## config.mk

```make
export PLATFORM = sky130hd
export DESIGN_NAME = multiply_move_exec
export DESIGN_NICKNAME = d
export VERILOG_FILES = /design/src/core/acc_file.v /design/src/core/multiply_move_exec.v
export VERILOG_INCLUDE_DIRS = /design/src /design/src/include
export SDC_FILE = /design/constraint.sdc
export NUM_CORES = 2
export LEC_CHECK = 0
export BUFFER_PORTS_ARGS = -buffer_cell sky130_fd_sc_hd__buf_2
export CORE_MARGIN = 2
export CORE_UTILIZATION = 35
export CTS_CLUSTER_SIZE = 25
export DETAILED_ROUTE_END_ITERATION = 10
export PLACE_DENSITY = 0.57
export SYNTH_ARGS = -nofsm -noshare
export SYNTH_HDL_FRONTEND = slang
export SYNTH_SLANG_ARGS = --single-unit
```

## constraint.sdc

```tcl
create_clock -name clock_i -period 9.1 [get_ports clock_i]
set_input_delay 0 -clock clock_i [delete_from_list [all_inputs] [get_ports clock_i]]
set_output_delay 0 -clock clock_i [all_outputs]
set_load 0.005 [all_outputs]
```

## src/include/mme_regs.vh

```
// Opcode patterns, premodify codes, reset values and constants of the multiply/move block.
`ifndef MME_REGS_VH
`define MME_REGS_VH

// ----------------------------------------------------------------------------
// Opcode patterns
// ----------------------------------------------------------------------------
`define OPC_SUBH 7'h33
`define OPC_TAGST 8'hd7
`define OPC_ACCGRP 5'h1c
`define OPC_STRMUL 7'h73
`define OPC_UFL_MEM 9'h1b9
`define OPC_MUL_MEM 9'h1bb
`define OPC_ROUNDED_PRODUCT_MEM_OP 9'h1ba
`define OPC_MAC_MEM 7'h36
`define SUB_UFL 6'h2e
`define SUB_MUL 6'h3c
`define SUB_MAC 6'h32

// ----------------------------------------------------------------------------
// Pointer premodify codes
// ----------------------------------------------------------------------------
`define PREM_NONE 2'h0
`define PREM_INC 2'h1
`define PREM_DEC 2'h2
`define PREM_RSVD 2'h3

// ----------------------------------------------------------------------------
// Arithmetic and layout constants
// ----------------------------------------------------------------------------
`define ROUND_CONST 32'h0000_8000
`define STR_LAST_OFS 5'h01
`define PARTNER_OFS 5'h10
`define SECOND_WORD_OFS 5'h01
`define FLAG_RST 1'b0
`define WORD_RST 16'h0000
`define AP_RST 20'h00000

`endif
```

## src/core/acc_file.v

```verilog
// Accumulator file: 32 words of 16 bits, one write port, two registered read ports.
`timescale 1ns/1ps

module acc_file (
   input wire clock_i,
   input wire wr_en_i,
   input wire [4:0] wr_addr_i,
   input wire [15:0] wr_data_i,
   input wire [4:0] rd_a_addr_i,
   input wire [4:0] rd_b_addr_i,
   output reg [15:0] rd_a_data_o,
   output reg [15:0] rd_b_data_o
);

   reg [15:0] mem_r [0:31];

   // Read first, then write: a same-cycle read sees the previous word.
   always @(posedge clock_i) begin
      if (wr_en_i) begin
         mem_r[wr_addr_i] <= wr_data_i;
      end
      rd_a_data_o <= mem_r[rd_a_addr_i];
      rd_b_data_o <= mem_r[rd_b_addr_i];
   end

endmodule // acc_file

```

## src/core/multiply_move_exec.v

```verilog
// Decode and execution of the multiply, factor-load, tag-store and subtract-high moves.
`timescale 1ns/1ps
`include "mme_regs.vh"

module multiply_move_exec (
   input wire clock_i,
   input wire arst_n_i,
   input wire instr_valid_i,
   input wire [16:0] instr_i,
   input wire long_addr_i,
   input wire [15:0] ea_i,
   input wire [4:0] run_len_i,
   input wire [1:0] test_flag_i,
   input wire [16:0] dm_rdata_i,
   input wire acc_wr_i,
   input wire [4:0] acc_waddr_i,
   input wire [15:0] acc_wdata_i,
   input wire [4:0] acc_obs_addr_i,
   output reg busy_o,
   output reg done_o,
   output reg illegal_o,
   output reg [1:0] pc_inc_o,
   output reg [15:0] dm_addr_o,
   output reg dm_rd_o,
   output reg dm_tag_wr_o,
   output reg dm_tag_o,
   output reg [15:0] factor_operand_reg_o,
   output reg [15:0] product_high_reg_o,
   output reg [15:0] product_low_reg_o,
   output reg overflow_flag_o,
   output reg sign_flag_o,
   output reg zero_flag_o,
   output reg carry_flag_o,
   output reg tag_flag_o,
   output reg unsigned_factor_flag_o,
   output reg [19:0] acc_pointer_o,
   output wire [15:0] acc_obs_data_o
);

   // -------------------------------------------------------------------------
   // States and operation codes
   // -------------------------------------------------------------------------
   localparam S_IDLE = 4'h1;
   localparam S_READ = 4'h2;
   localparam S_STR = 4'h4;
   localparam S_EXEC = 4'h8;

   localparam OP_NONE = 4'h0;
   localparam OP_SUBH = 4'h1;
   localparam OP_TAGST = 4'h2;
   localparam OP_UFL_ACC = 4'h3;
   localparam OP_UFL_MEM = 4'h4;
   localparam OP_MUL_ACC = 4'h5;
   localparam OP_MUL_MEM = 4'h6;
   localparam OP_ROUNDED_PRODUCT_MEM_OP = 4'h7;
   localparam OP_STRMUL = 4'h8;
   localparam OP_MAC_MEM = 4'h9;
   localparam OP_MAC_ACC = 4'ha;

   // -------------------------------------------------------------------------
   // Functions
   // -------------------------------------------------------------------------
   // Signed 17 x 17 product; callers choose signedness by the extension bit.
   function [33:0] mul17;
      input [16:0] a;
      input [16:0] b;
      begin
         mul17 = $signed(a) * $signed(b);
      end
   endfunction

   // Accumulator word address: pointer, optional partner half, word offset.
   function [4:0] acc_addr;
      input [4:0] ptr;
      input partner;
      input [4:0] ofs;
      begin
         acc_addr = ptr + (partner ? `PARTNER_OFS : 5'h00) + ofs;
      end
   endfunction

   // Pointer of one accumulator out of the packed pointer bank.
   function [4:0] get_ap;
      input [19:0] ap;
      input [1:0] sel;
      begin
         case (sel)
            2'h0: get_ap = ap[4:0];
            2'h1: get_ap = ap[9:5];
            2'h2: get_ap = ap[14:10];
            default: get_ap = ap[19:15];
         endcase
      end
   endfunction

   // -------------------------------------------------------------------------
   // State
   // -------------------------------------------------------------------------
   reg [3:0] state_r;
   reg [3:0] op_r;
   reg [1:0] sel_r;
   reg src_part_r;
   reg dst_part_r;
   reg mem_src_r;
   reg [4:0] len_m1_r;
   reg [4:0] k_r;
   reg [17:0] carry_r;

   // -------------------------------------------------------------------------
   // Decode
   // -------------------------------------------------------------------------
   reg [3:0] dec_op;
   reg dec_mem;
   wire [5:0] sub_code = instr_i[7:2];

   // The string multiply shares the group prefix with premodify code 3, so it
   // is tested first and code 3 is refused for the premodifying forms.
   always @* begin
      dec_op = OP_NONE;
      if (instr_i[16:10] == `OPC_STRMUL && sub_code == `SUB_MUL && !instr_i[0]) begin
         dec_op = OP_STRMUL;
      end else if (instr_i[16:12] == `OPC_ACCGRP && instr_i[11:10] != `PREM_RSVD) begin
         if (sub_code == `SUB_UFL && !instr_i[0]) begin
            dec_op = OP_UFL_ACC;
         end else if (sub_code == `SUB_MUL && !instr_i[0]) begin
            dec_op = OP_MUL_ACC;
         end else if (sub_code == `SUB_MAC && instr_i[0] != instr_i[1]) begin
            dec_op = OP_MAC_ACC;
         end
      end else if (instr_i[16:10] == `OPC_SUBH) begin
         dec_op = OP_SUBH;
      end else if (instr_i[16:10] == `OPC_MAC_MEM) begin
         dec_op = OP_MAC_MEM;
      end else if (instr_i[16:9] == `OPC_TAGST) begin
         dec_op = OP_TAGST;
      end else if (instr_i[16:8] == `OPC_UFL_MEM) begin
         dec_op = OP_UFL_MEM;
      end else if (instr_i[16:8] == `OPC_MUL_MEM) begin
         dec_op = OP_MUL_MEM;
      end else if (instr_i[16:8] == `OPC_ROUNDED_PRODUCT_MEM_OP) begin
         dec_op = OP_ROUNDED_PRODUCT_MEM_OP;
      end
      dec_mem = (dec_op == OP_SUBH) || (dec_op == OP_TAGST) || (dec_op == OP_UFL_MEM) ||
                (dec_op == OP_MUL_MEM) || (dec_op == OP_ROUNDED_PRODUCT_MEM_OP) || (dec_op == OP_MAC_MEM);
   end

   // -------------------------------------------------------------------------
   // Pointer premodify at acceptance, so the read that follows uses it
   // -------------------------------------------------------------------------
   wire [4:0] new_ap_old = get_ap(acc_pointer_o, instr_i[9:8]);
   reg [4:0] new_ap;
   reg [19:0] ap_nxt;

   always @* begin
      case (instr_i[11:10])
         `PREM_INC: new_ap = new_ap_old + 5'h01;
         `PREM_DEC: new_ap = new_ap_old - 5'h01;
         default: new_ap = new_ap_old;
      endcase
      ap_nxt = acc_pointer_o;
      case (instr_i[9:8])
         2'h0: ap_nxt[4:0] = new_ap;
         2'h1: ap_nxt[9:5] = new_ap;
         2'h2: ap_nxt[14:10] = new_ap;
         default: ap_nxt[19:15] = new_ap;
      endcase
   end

   wire accept = (state_r == S_IDLE) && instr_valid_i && (dec_op != OP_NONE);
   wire premod_op = (dec_op == OP_UFL_ACC) || (dec_op == OP_MUL_ACC) || (dec_op == OP_MAC_ACC);

   // -------------------------------------------------------------------------
   // Accumulator file addressing
   // -------------------------------------------------------------------------
   wire [4:0] cur_ap = get_ap(acc_pointer_o, sel_r);
   wire [4:0] k_inc = k_r + 5'h01;
   reg [4:0] rd_a_ofs;
   reg [4:0] rd_a_addr;
   reg [4:0] rd_b_addr;
   wire [15:0] rd_a;
   wire [15:0] rd_b;

   // Port B serves the destination while busy and the observation port otherwise.
   always @* begin
      if (op_r == OP_SUBH) begin
         rd_a_ofs = `SECOND_WORD_OFS;
      end else if (state_r == S_STR) begin
         rd_a_ofs = k_inc;
      end else begin
         rd_a_ofs = 5'h00;
      end
      rd_a_addr = acc_addr(cur_ap, src_part_r, rd_a_ofs);
      rd_b_addr = busy_o ? acc_addr(cur_ap, dst_part_r, 5'h00) : acc_obs_addr_i;
   end

   // -------------------------------------------------------------------------
   // Arithmetic
   // -------------------------------------------------------------------------
   wire [15:0] src_w = mem_src_r ? dm_rdata_i[15:0] : rd_a;
   wire fac_ext = !unsigned_factor_flag_o && factor_operand_reg_o[15];
   wire [33:0] prod_full = mul17({fac_ext, factor_operand_reg_o}, {src_w[15], src_w});
   wire [31:0] prod = prod_full[31:0];
   wire [32:0] rnd = {1'b0, prod} + {1'b0, `ROUND_CONST};
   wire [16:0] diff = {1'b0, rd_a} - {1'b0, product_high_reg_o};
   wire [16:0] sum = {1'b0, rd_b} + {1'b0, prod[15:0]};
   wire sub_ovf = (rd_a[15] != product_high_reg_o[15]) && (diff[15] != rd_a[15]);
   wire add_ovf = (rd_b[15] == prod[15]) && (sum[15] != rd_b[15]);
   wire rnd_ovf = !prod[31] && rnd[31];

   // String step: lower words are unsigned, the top word carries the sign, and
   // the rounding half-LSB is folded into the final step only.
   wire is_last = (k_r == len_m1_r);
   wire [33:0] str_prod = mul17({fac_ext, factor_operand_reg_o}, {is_last & rd_a[15], rd_a});
   wire [33:0] str_t = str_prod + {{16{carry_r[17]}}, carry_r} +
                       (is_last ? {2'h0, `ROUND_CONST} : 34'h0_0000_0000);

   // -------------------------------------------------------------------------
   // Accumulator write port
   // -------------------------------------------------------------------------
   reg wr_en;
   reg [4:0] wr_addr;
   reg [15:0] wr_data;

   // External loads are taken only while idle; execution owns the port otherwise.
   always @* begin
      wr_en = acc_wr_i && !busy_o;
      wr_addr = acc_waddr_i;
      wr_data = acc_wdata_i;
      if (state_r == S_EXEC && op_r == OP_SUBH) begin
         wr_en = 1'b1;
         wr_addr = acc_addr(cur_ap, 1'b0, `SECOND_WORD_OFS);
         wr_data = diff[15:0];
      end else if (state_r == S_EXEC && (op_r == OP_MAC_MEM || op_r == OP_MAC_ACC)) begin
         wr_en = 1'b1;
         wr_addr = acc_addr(cur_ap, dst_part_r, 5'h00);
         wr_data = sum[15:0];
      end
   end

   acc_file u_acc_file (
      .clock_i(clock_i),
      .wr_en_i(wr_en),
      .wr_addr_i(wr_addr),
      .wr_data_i(wr_data),
      .rd_a_addr_i(rd_a_addr),
      .rd_b_addr_i(rd_b_addr),
      .rd_a_data_o(rd_a),
      .rd_b_data_o(rd_b)
   );

   assign acc_obs_data_o = rd_b;

   // -------------------------------------------------------------------------
   // Sequencer and architectural registers
   // -------------------------------------------------------------------------
   always @(posedge clock_i or negedge arst_n_i) begin
      if (!arst_n_i) begin
         state_r <= S_IDLE;
         op_r <= OP_NONE;
         sel_r <= 2'h0;
         src_part_r <= 1'b0;
         dst_part_r <= 1'b0;
         mem_src_r <= 1'b0;
         len_m1_r <= 5'h00;
         k_r <= 5'h00;
         carry_r <= 18'h0_0000;
         busy_o <= 1'b0;
         done_o <= 1'b0;
         illegal_o <= 1'b0;
         pc_inc_o <= 2'h1;
         dm_addr_o <= `WORD_RST;
         dm_rd_o <= 1'b0;
         dm_tag_wr_o <= 1'b0;
         dm_tag_o <= 1'b0;
         factor_operand_reg_o <= `WORD_RST;
         product_high_reg_o <= `WORD_RST;
         product_low_reg_o <= `WORD_RST;
         overflow_flag_o <= `FLAG_RST;
         sign_flag_o <= `FLAG_RST;
         zero_flag_o <= `FLAG_RST;
         carry_flag_o <= `FLAG_RST;
         tag_flag_o <= `FLAG_RST;
         unsigned_factor_flag_o <= `FLAG_RST;
         acc_pointer_o <= `AP_RST;
      end else begin
         done_o <= 1'b0;
         illegal_o <= 1'b0;
         dm_rd_o <= 1'b0;
         dm_tag_wr_o <= 1'b0;
         case (state_r)
            S_IDLE: begin
               illegal_o <= instr_valid_i && (dec_op == OP_NONE);
               if (accept) begin
                  state_r <= S_READ;
                  busy_o <= 1'b1;
                  op_r <= dec_op;
                  sel_r <= instr_i[9:8];
                  src_part_r <= (dec_op == OP_SUBH || dec_op == OP_STRMUL) ? 1'b0 : instr_i[1];
                  // Memory forms carry address bits in bit 0, so they never pick the partner.
                  dst_part_r <= dec_mem ? 1'b0 : instr_i[0];
                  mem_src_r <= dec_mem;
                  len_m1_r <= run_len_i + `STR_LAST_OFS;
                  k_r <= 5'h00;
                  carry_r <= 18'h0_0000;
                  pc_inc_o <= (dec_mem && long_addr_i) ? 2'h2 : 2'h1;
                  dm_addr_o <= ea_i;
                  dm_rd_o <= dec_mem && (dec_op != OP_TAGST);
                  dm_tag_wr_o <= (dec_op == OP_TAGST);
                  dm_tag_o <= instr_i[8] ? test_flag_i[1] : test_flag_i[0];
                  if (premod_op) begin
                     acc_pointer_o <= ap_nxt;
                  end
               end
            end
            S_READ: begin
               state_r <= (op_r == OP_STRMUL) ? S_STR : S_EXEC;
            end
            S_STR: begin
               // One word per cycle; the operand register sits a cycle behind its address.
               k_r <= k_inc;
               carry_r <= str_t[33:16];
               if (is_last) begin
                  product_high_reg_o <= str_t[31:16];
                  state_r <= S_IDLE;
                  busy_o <= 1'b0;
                  done_o <= 1'b1;
               end
            end
            S_EXEC: begin
               state_r <= S_IDLE;
               busy_o <= 1'b0;
               done_o <= 1'b1;
               if (mem_src_r && op_r != OP_TAGST) begin
                  tag_flag_o <= dm_rdata_i[16];
               end
               case (op_r)
                  OP_SUBH: begin
                     factor_operand_reg_o <= dm_rdata_i[15:0];
                     overflow_flag_o <= sub_ovf;
                     sign_flag_o <= diff[15];
                     zero_flag_o <= (diff[15:0] == 16'h0000);
                     carry_flag_o <= !diff[16];
                  end
                  OP_UFL_ACC: begin
                     factor_operand_reg_o <= rd_a;
                     unsigned_factor_flag_o <= 1'b1;
                  end
                  OP_UFL_MEM: begin
                     factor_operand_reg_o <= dm_rdata_i[15:0];
                     unsigned_factor_flag_o <= 1'b1;
                  end
                  OP_MUL_ACC: begin
                     product_high_reg_o <= rnd[31:16];
                     product_low_reg_o <= rnd[15:0];
                     overflow_flag_o <= rnd_ovf;
                     sign_flag_o <= rnd[31];
                     zero_flag_o <= (rnd[31:0] == 32'h0000_0000);
                     carry_flag_o <= rnd[32];
                  end
                  OP_MUL_MEM: begin
                     product_high_reg_o <= prod[31:16];
                     product_low_reg_o <= prod[15:0];
                  end
                  OP_ROUNDED_PRODUCT_MEM_OP: begin
                     product_high_reg_o <= rnd[31:16];
                     product_low_reg_o <= rnd[15:0];
                  end
                  OP_MAC_MEM, OP_MAC_ACC: begin
                     product_high_reg_o <= prod[31:16];
                     product_low_reg_o <= prod[15:0];
                     overflow_flag_o <= add_ovf;
                     sign_flag_o <= sum[15];
                     zero_flag_o <= (sum[15:0] == 16'h0000);
                     carry_flag_o <= sum[16];
                  end
                  default: begin
                  end
               endcase
            end
            default: begin
               state_r <= S_IDLE;
               busy_o <= 1'b0;
            end
         endcase
      end
   end

endmodule // multiply_move_exec

```

==> metrics.txt <==
met3 WL roughly 16 mm; Worst-path clk slew about 70 ps; TritonRoute pass-1 iters 6; final WL between 150 and 200 mm; Post-Synth Adder-Cell Area between 20% and 30%; placed insts roughly 6,800; Syn Inst Count roughly 4,600; MaxCap Viol Count 0; Util after Layout 40.3%; first-pass GRT wire length about 260 mm; critical path type flop to flop; Starting DRT DRC Count 3,421; TritonCTS clock tree yes; Tcrit/Tclk final a little over nine tenths; Setup crit end kind flop; grt ovf 0; CP Max Fanout 7; CTS max path bufs 3; Top cell by count, worst path fa_1; DRC Markers 0; slowest stage delay, CP 530 ps; post-synthesis mux area share ~14%; die area ~160,000 um2; chip height roughly 400 um; FF+latch count, synth roughly 700; Synth Cell Area between 50,000 and 60,000 um2; detailed-route via count roughly 38,000; clock skew 36.4 ps; syn avg cell area between 10 and 15 um2; CTS Buf Count between 70 and 80; EDFF count, synth between 500 and 600; Area Overhead vs Synth 14.3%; initial core utilization between 30% and 40%; layout cells sized above 1 roughly a fifth; CTS H-tree lvls 3; crit path time final 8790 ps; slowest CP cell fa_1; Final ANT Viol Nets 0; DR WL/cell around 26 um; vias per inst ~5.4; Core ar. roughly 160,000 um2; relative max-transition margin approximately a tenth; clk_lat worst skew just under 700 ps; Yosys Warn Count 0; Die X-Extent about 400 um; synth unique cells around 90; Fmax ~110 MHz; Top Layer Used met5; largest net degree at the start of global routing between 100 and 150; async set-or-reset flop fraction in the synthesized netlist between 20% and 30%; Tightest Pin Transition approximately 1300 ps; Pins Over Slew Limit 0; vias in the first global route 39,100; net count after synthesis about 5,500; WP data required ~9700 ps; Hold Path Class input pin to flop; Root Buffer clkbuf_16; largest family of logic cells by synthesized area adder cells; PortBufs between 200 and 250; final setup fails 0; io pins just over 200; post-synthesis sequential area ratio between 30% and 40%; status complete, no violations; Final Hold Viols 0; startpoint types flop; Final Net Count about 5,800; Synth Area in Compound Gates 4.56%; WL met1 between 70 and 80 mm; Synth Area in Simple Gates between 10% and 20%; WP data arrival between 9000 and 10,000 ps; reg2reg setup slack between 300 and 400 ps; WL met2 86.2 mm; Most used DFF post-synth edfxtp_1; Sink Count just under 700; post-synthesis xor/xnor area fraction about 2%; gpl congestion around 0.93; Tot GR Track Use 22.4%; hpwl dp between 100 and 150 mm; fin cells 6,994; FP Rows roughly 150; initial antenna violation count 12
## path summary, 6_finish.rpt
kind,from,end,cells after the start
worst max-delay path,mem_src_r,zero_flag_o,36
worst min-delay path,instr_i[5],op_r[0],7
worst max register to register,mem_src_r,zero_flag_o,36
worst min register to register,product_low_reg_o[11],product_low_reg_o[11],2
max in group asynchronous,arst_n_i,acc_pointer_o[2],4
min in group asynchronous,arst_n_i,factor_operand_reg_o[4],3
## routing by layer
| metal | track usage, % | vias to the layer above |
|---|---|---|
| met3 | 5.23 | 329 |
| li1 | - | 16100 |
| met4 | 8.86 | 10 |
| met2 | 36.6 | 1691 |
| met1 | 28.8 | 19700 |
| met5 | 0 | - |
## synth_stat cells (all sizes together), types with 7 or more instances
cell type	count	area, um2
nor4	11	68.8
nand2b	18	113
fa	588	11800
o21ai	106	531
a21oi	88	440
nor2	155	584
buf	31	133
o21a	12	90.1
mux2	78	878
a31oi	12	75.1
o211ai	13	103
nand3	108	546
and2	246	1540
o22ai	23	144
xor2	46	403
nand2	566	2130
clkbuf	199	748
or2	25	159
ha	215	2690
o21bai	11	82.6
or3	8	50.1
edfxtp	512	15400
dfxtp	32	641
and3	13	81.3
dfrtp	137	3430
xnor2	80	701
nor2b	36	233
a211oi	16	120
o221ai	12	105
mux4	298	6710
mux2i	29	290
nor3	30	150
inv	686	2570
a21o	29	218
o31ai	9	67.6
nor3b	7	52.6
## cells by family after synthesis
group           after synthesis
simple gates               1263
buf+inv                     917
fa+ha+maj                   803
flops                       683
mux                         405
compound gates              384
xor+xnor                    126
## placed cells by master, fill, tap and decap left out, drive strengths merged, types with 18 or more instances in the layout
master,count
inv,690
fa,588
nand2,566
edfxtp,512
buf,381
mux4,298
and2,246
ha,215
nor2,155
dfrtp,137
nand3,108
o21ai,106
clkbuf,89
a21oi,88
xnor2,80
mux2,79
dlygate4sd3,69
xor2,46
nor2b,36
dfxtp,32
nor3,30
clkinv,30
a21o,29
mux2i,29
or2,25
o22ai,23
nand2b,18
## layout make-up
class | instances | area (um2)
clock buffers | 89 | 1930
well taps | 2058 | 2570
repair buffers | 450 | 3110
flip-flops and latches | 683 | 19500
clock inverters | 44 | 602
multi-input cells | 2982 | 32600
fillers | 14700 | 93200
inverters | 687 | 2580
diodes | 1 | 2.50
## per-stage QoR
stage / setup slack [ps] / area (um2) / hold WS, ps / TNS, ps
3_3_place_gp: -137 / 59400 / 73.8 / -137
3_5_place_dp: -63.8 / 59400 / 95.9 / -63.8
6_report: 314 / 62800 / 45.5 / 0
5_1_grt: -39.4 / 62800 / 43.4 / -39.4
4_1_cts: 14.2 / 62600 / 5.61 / 0
2_1_floorplan: 40.5 / 55000 / -296 / 0
## worst max-delay path: cells and delay by family (launching register included)
| kind | cells | cell delay (ps) |
|---|---|---|
| DFF | 1 | 460 |
| adders and majority gates | 8 | 3430 |
| AOI/OAI and AO/OA | 8 | 1550 |
| buffers and inverters | 7 | 710 |
| and+or+nand+nor | 12 | 2200 |
| muxes | 1 | 360 |
## sequential cells by signal, indices dropped and copies added (netlist names), 2 cells and up
signal	flops
product_high_reg_o	16
u_acc_file.mem_r	512
product_low_reg_o	16
u_acc_file.rd_a_data_o	16
op_r	4
carry_r	18
acc_pointer_o	20
len_m1_r	5
u_acc_file.rd_b_data_o	16
k_r	5
sel_r	2
dm_addr_o	16
state_r	4
factor_operand_reg_o	16
pc_inc_o	2
## timing repair
action                     in CTS  in global routing
hold endpoints to repair      130                  0
pin swaps                       0                  9
setup buffers                   0                  6
hold buffers                   70                  0
resized for setup               4                 40
cloned                          0                  1
setup endpoints to repair       1                  1
Power is not shown: default switching activity piles up to over one toggle a cycle in this logic, so the estimate is an artifact.
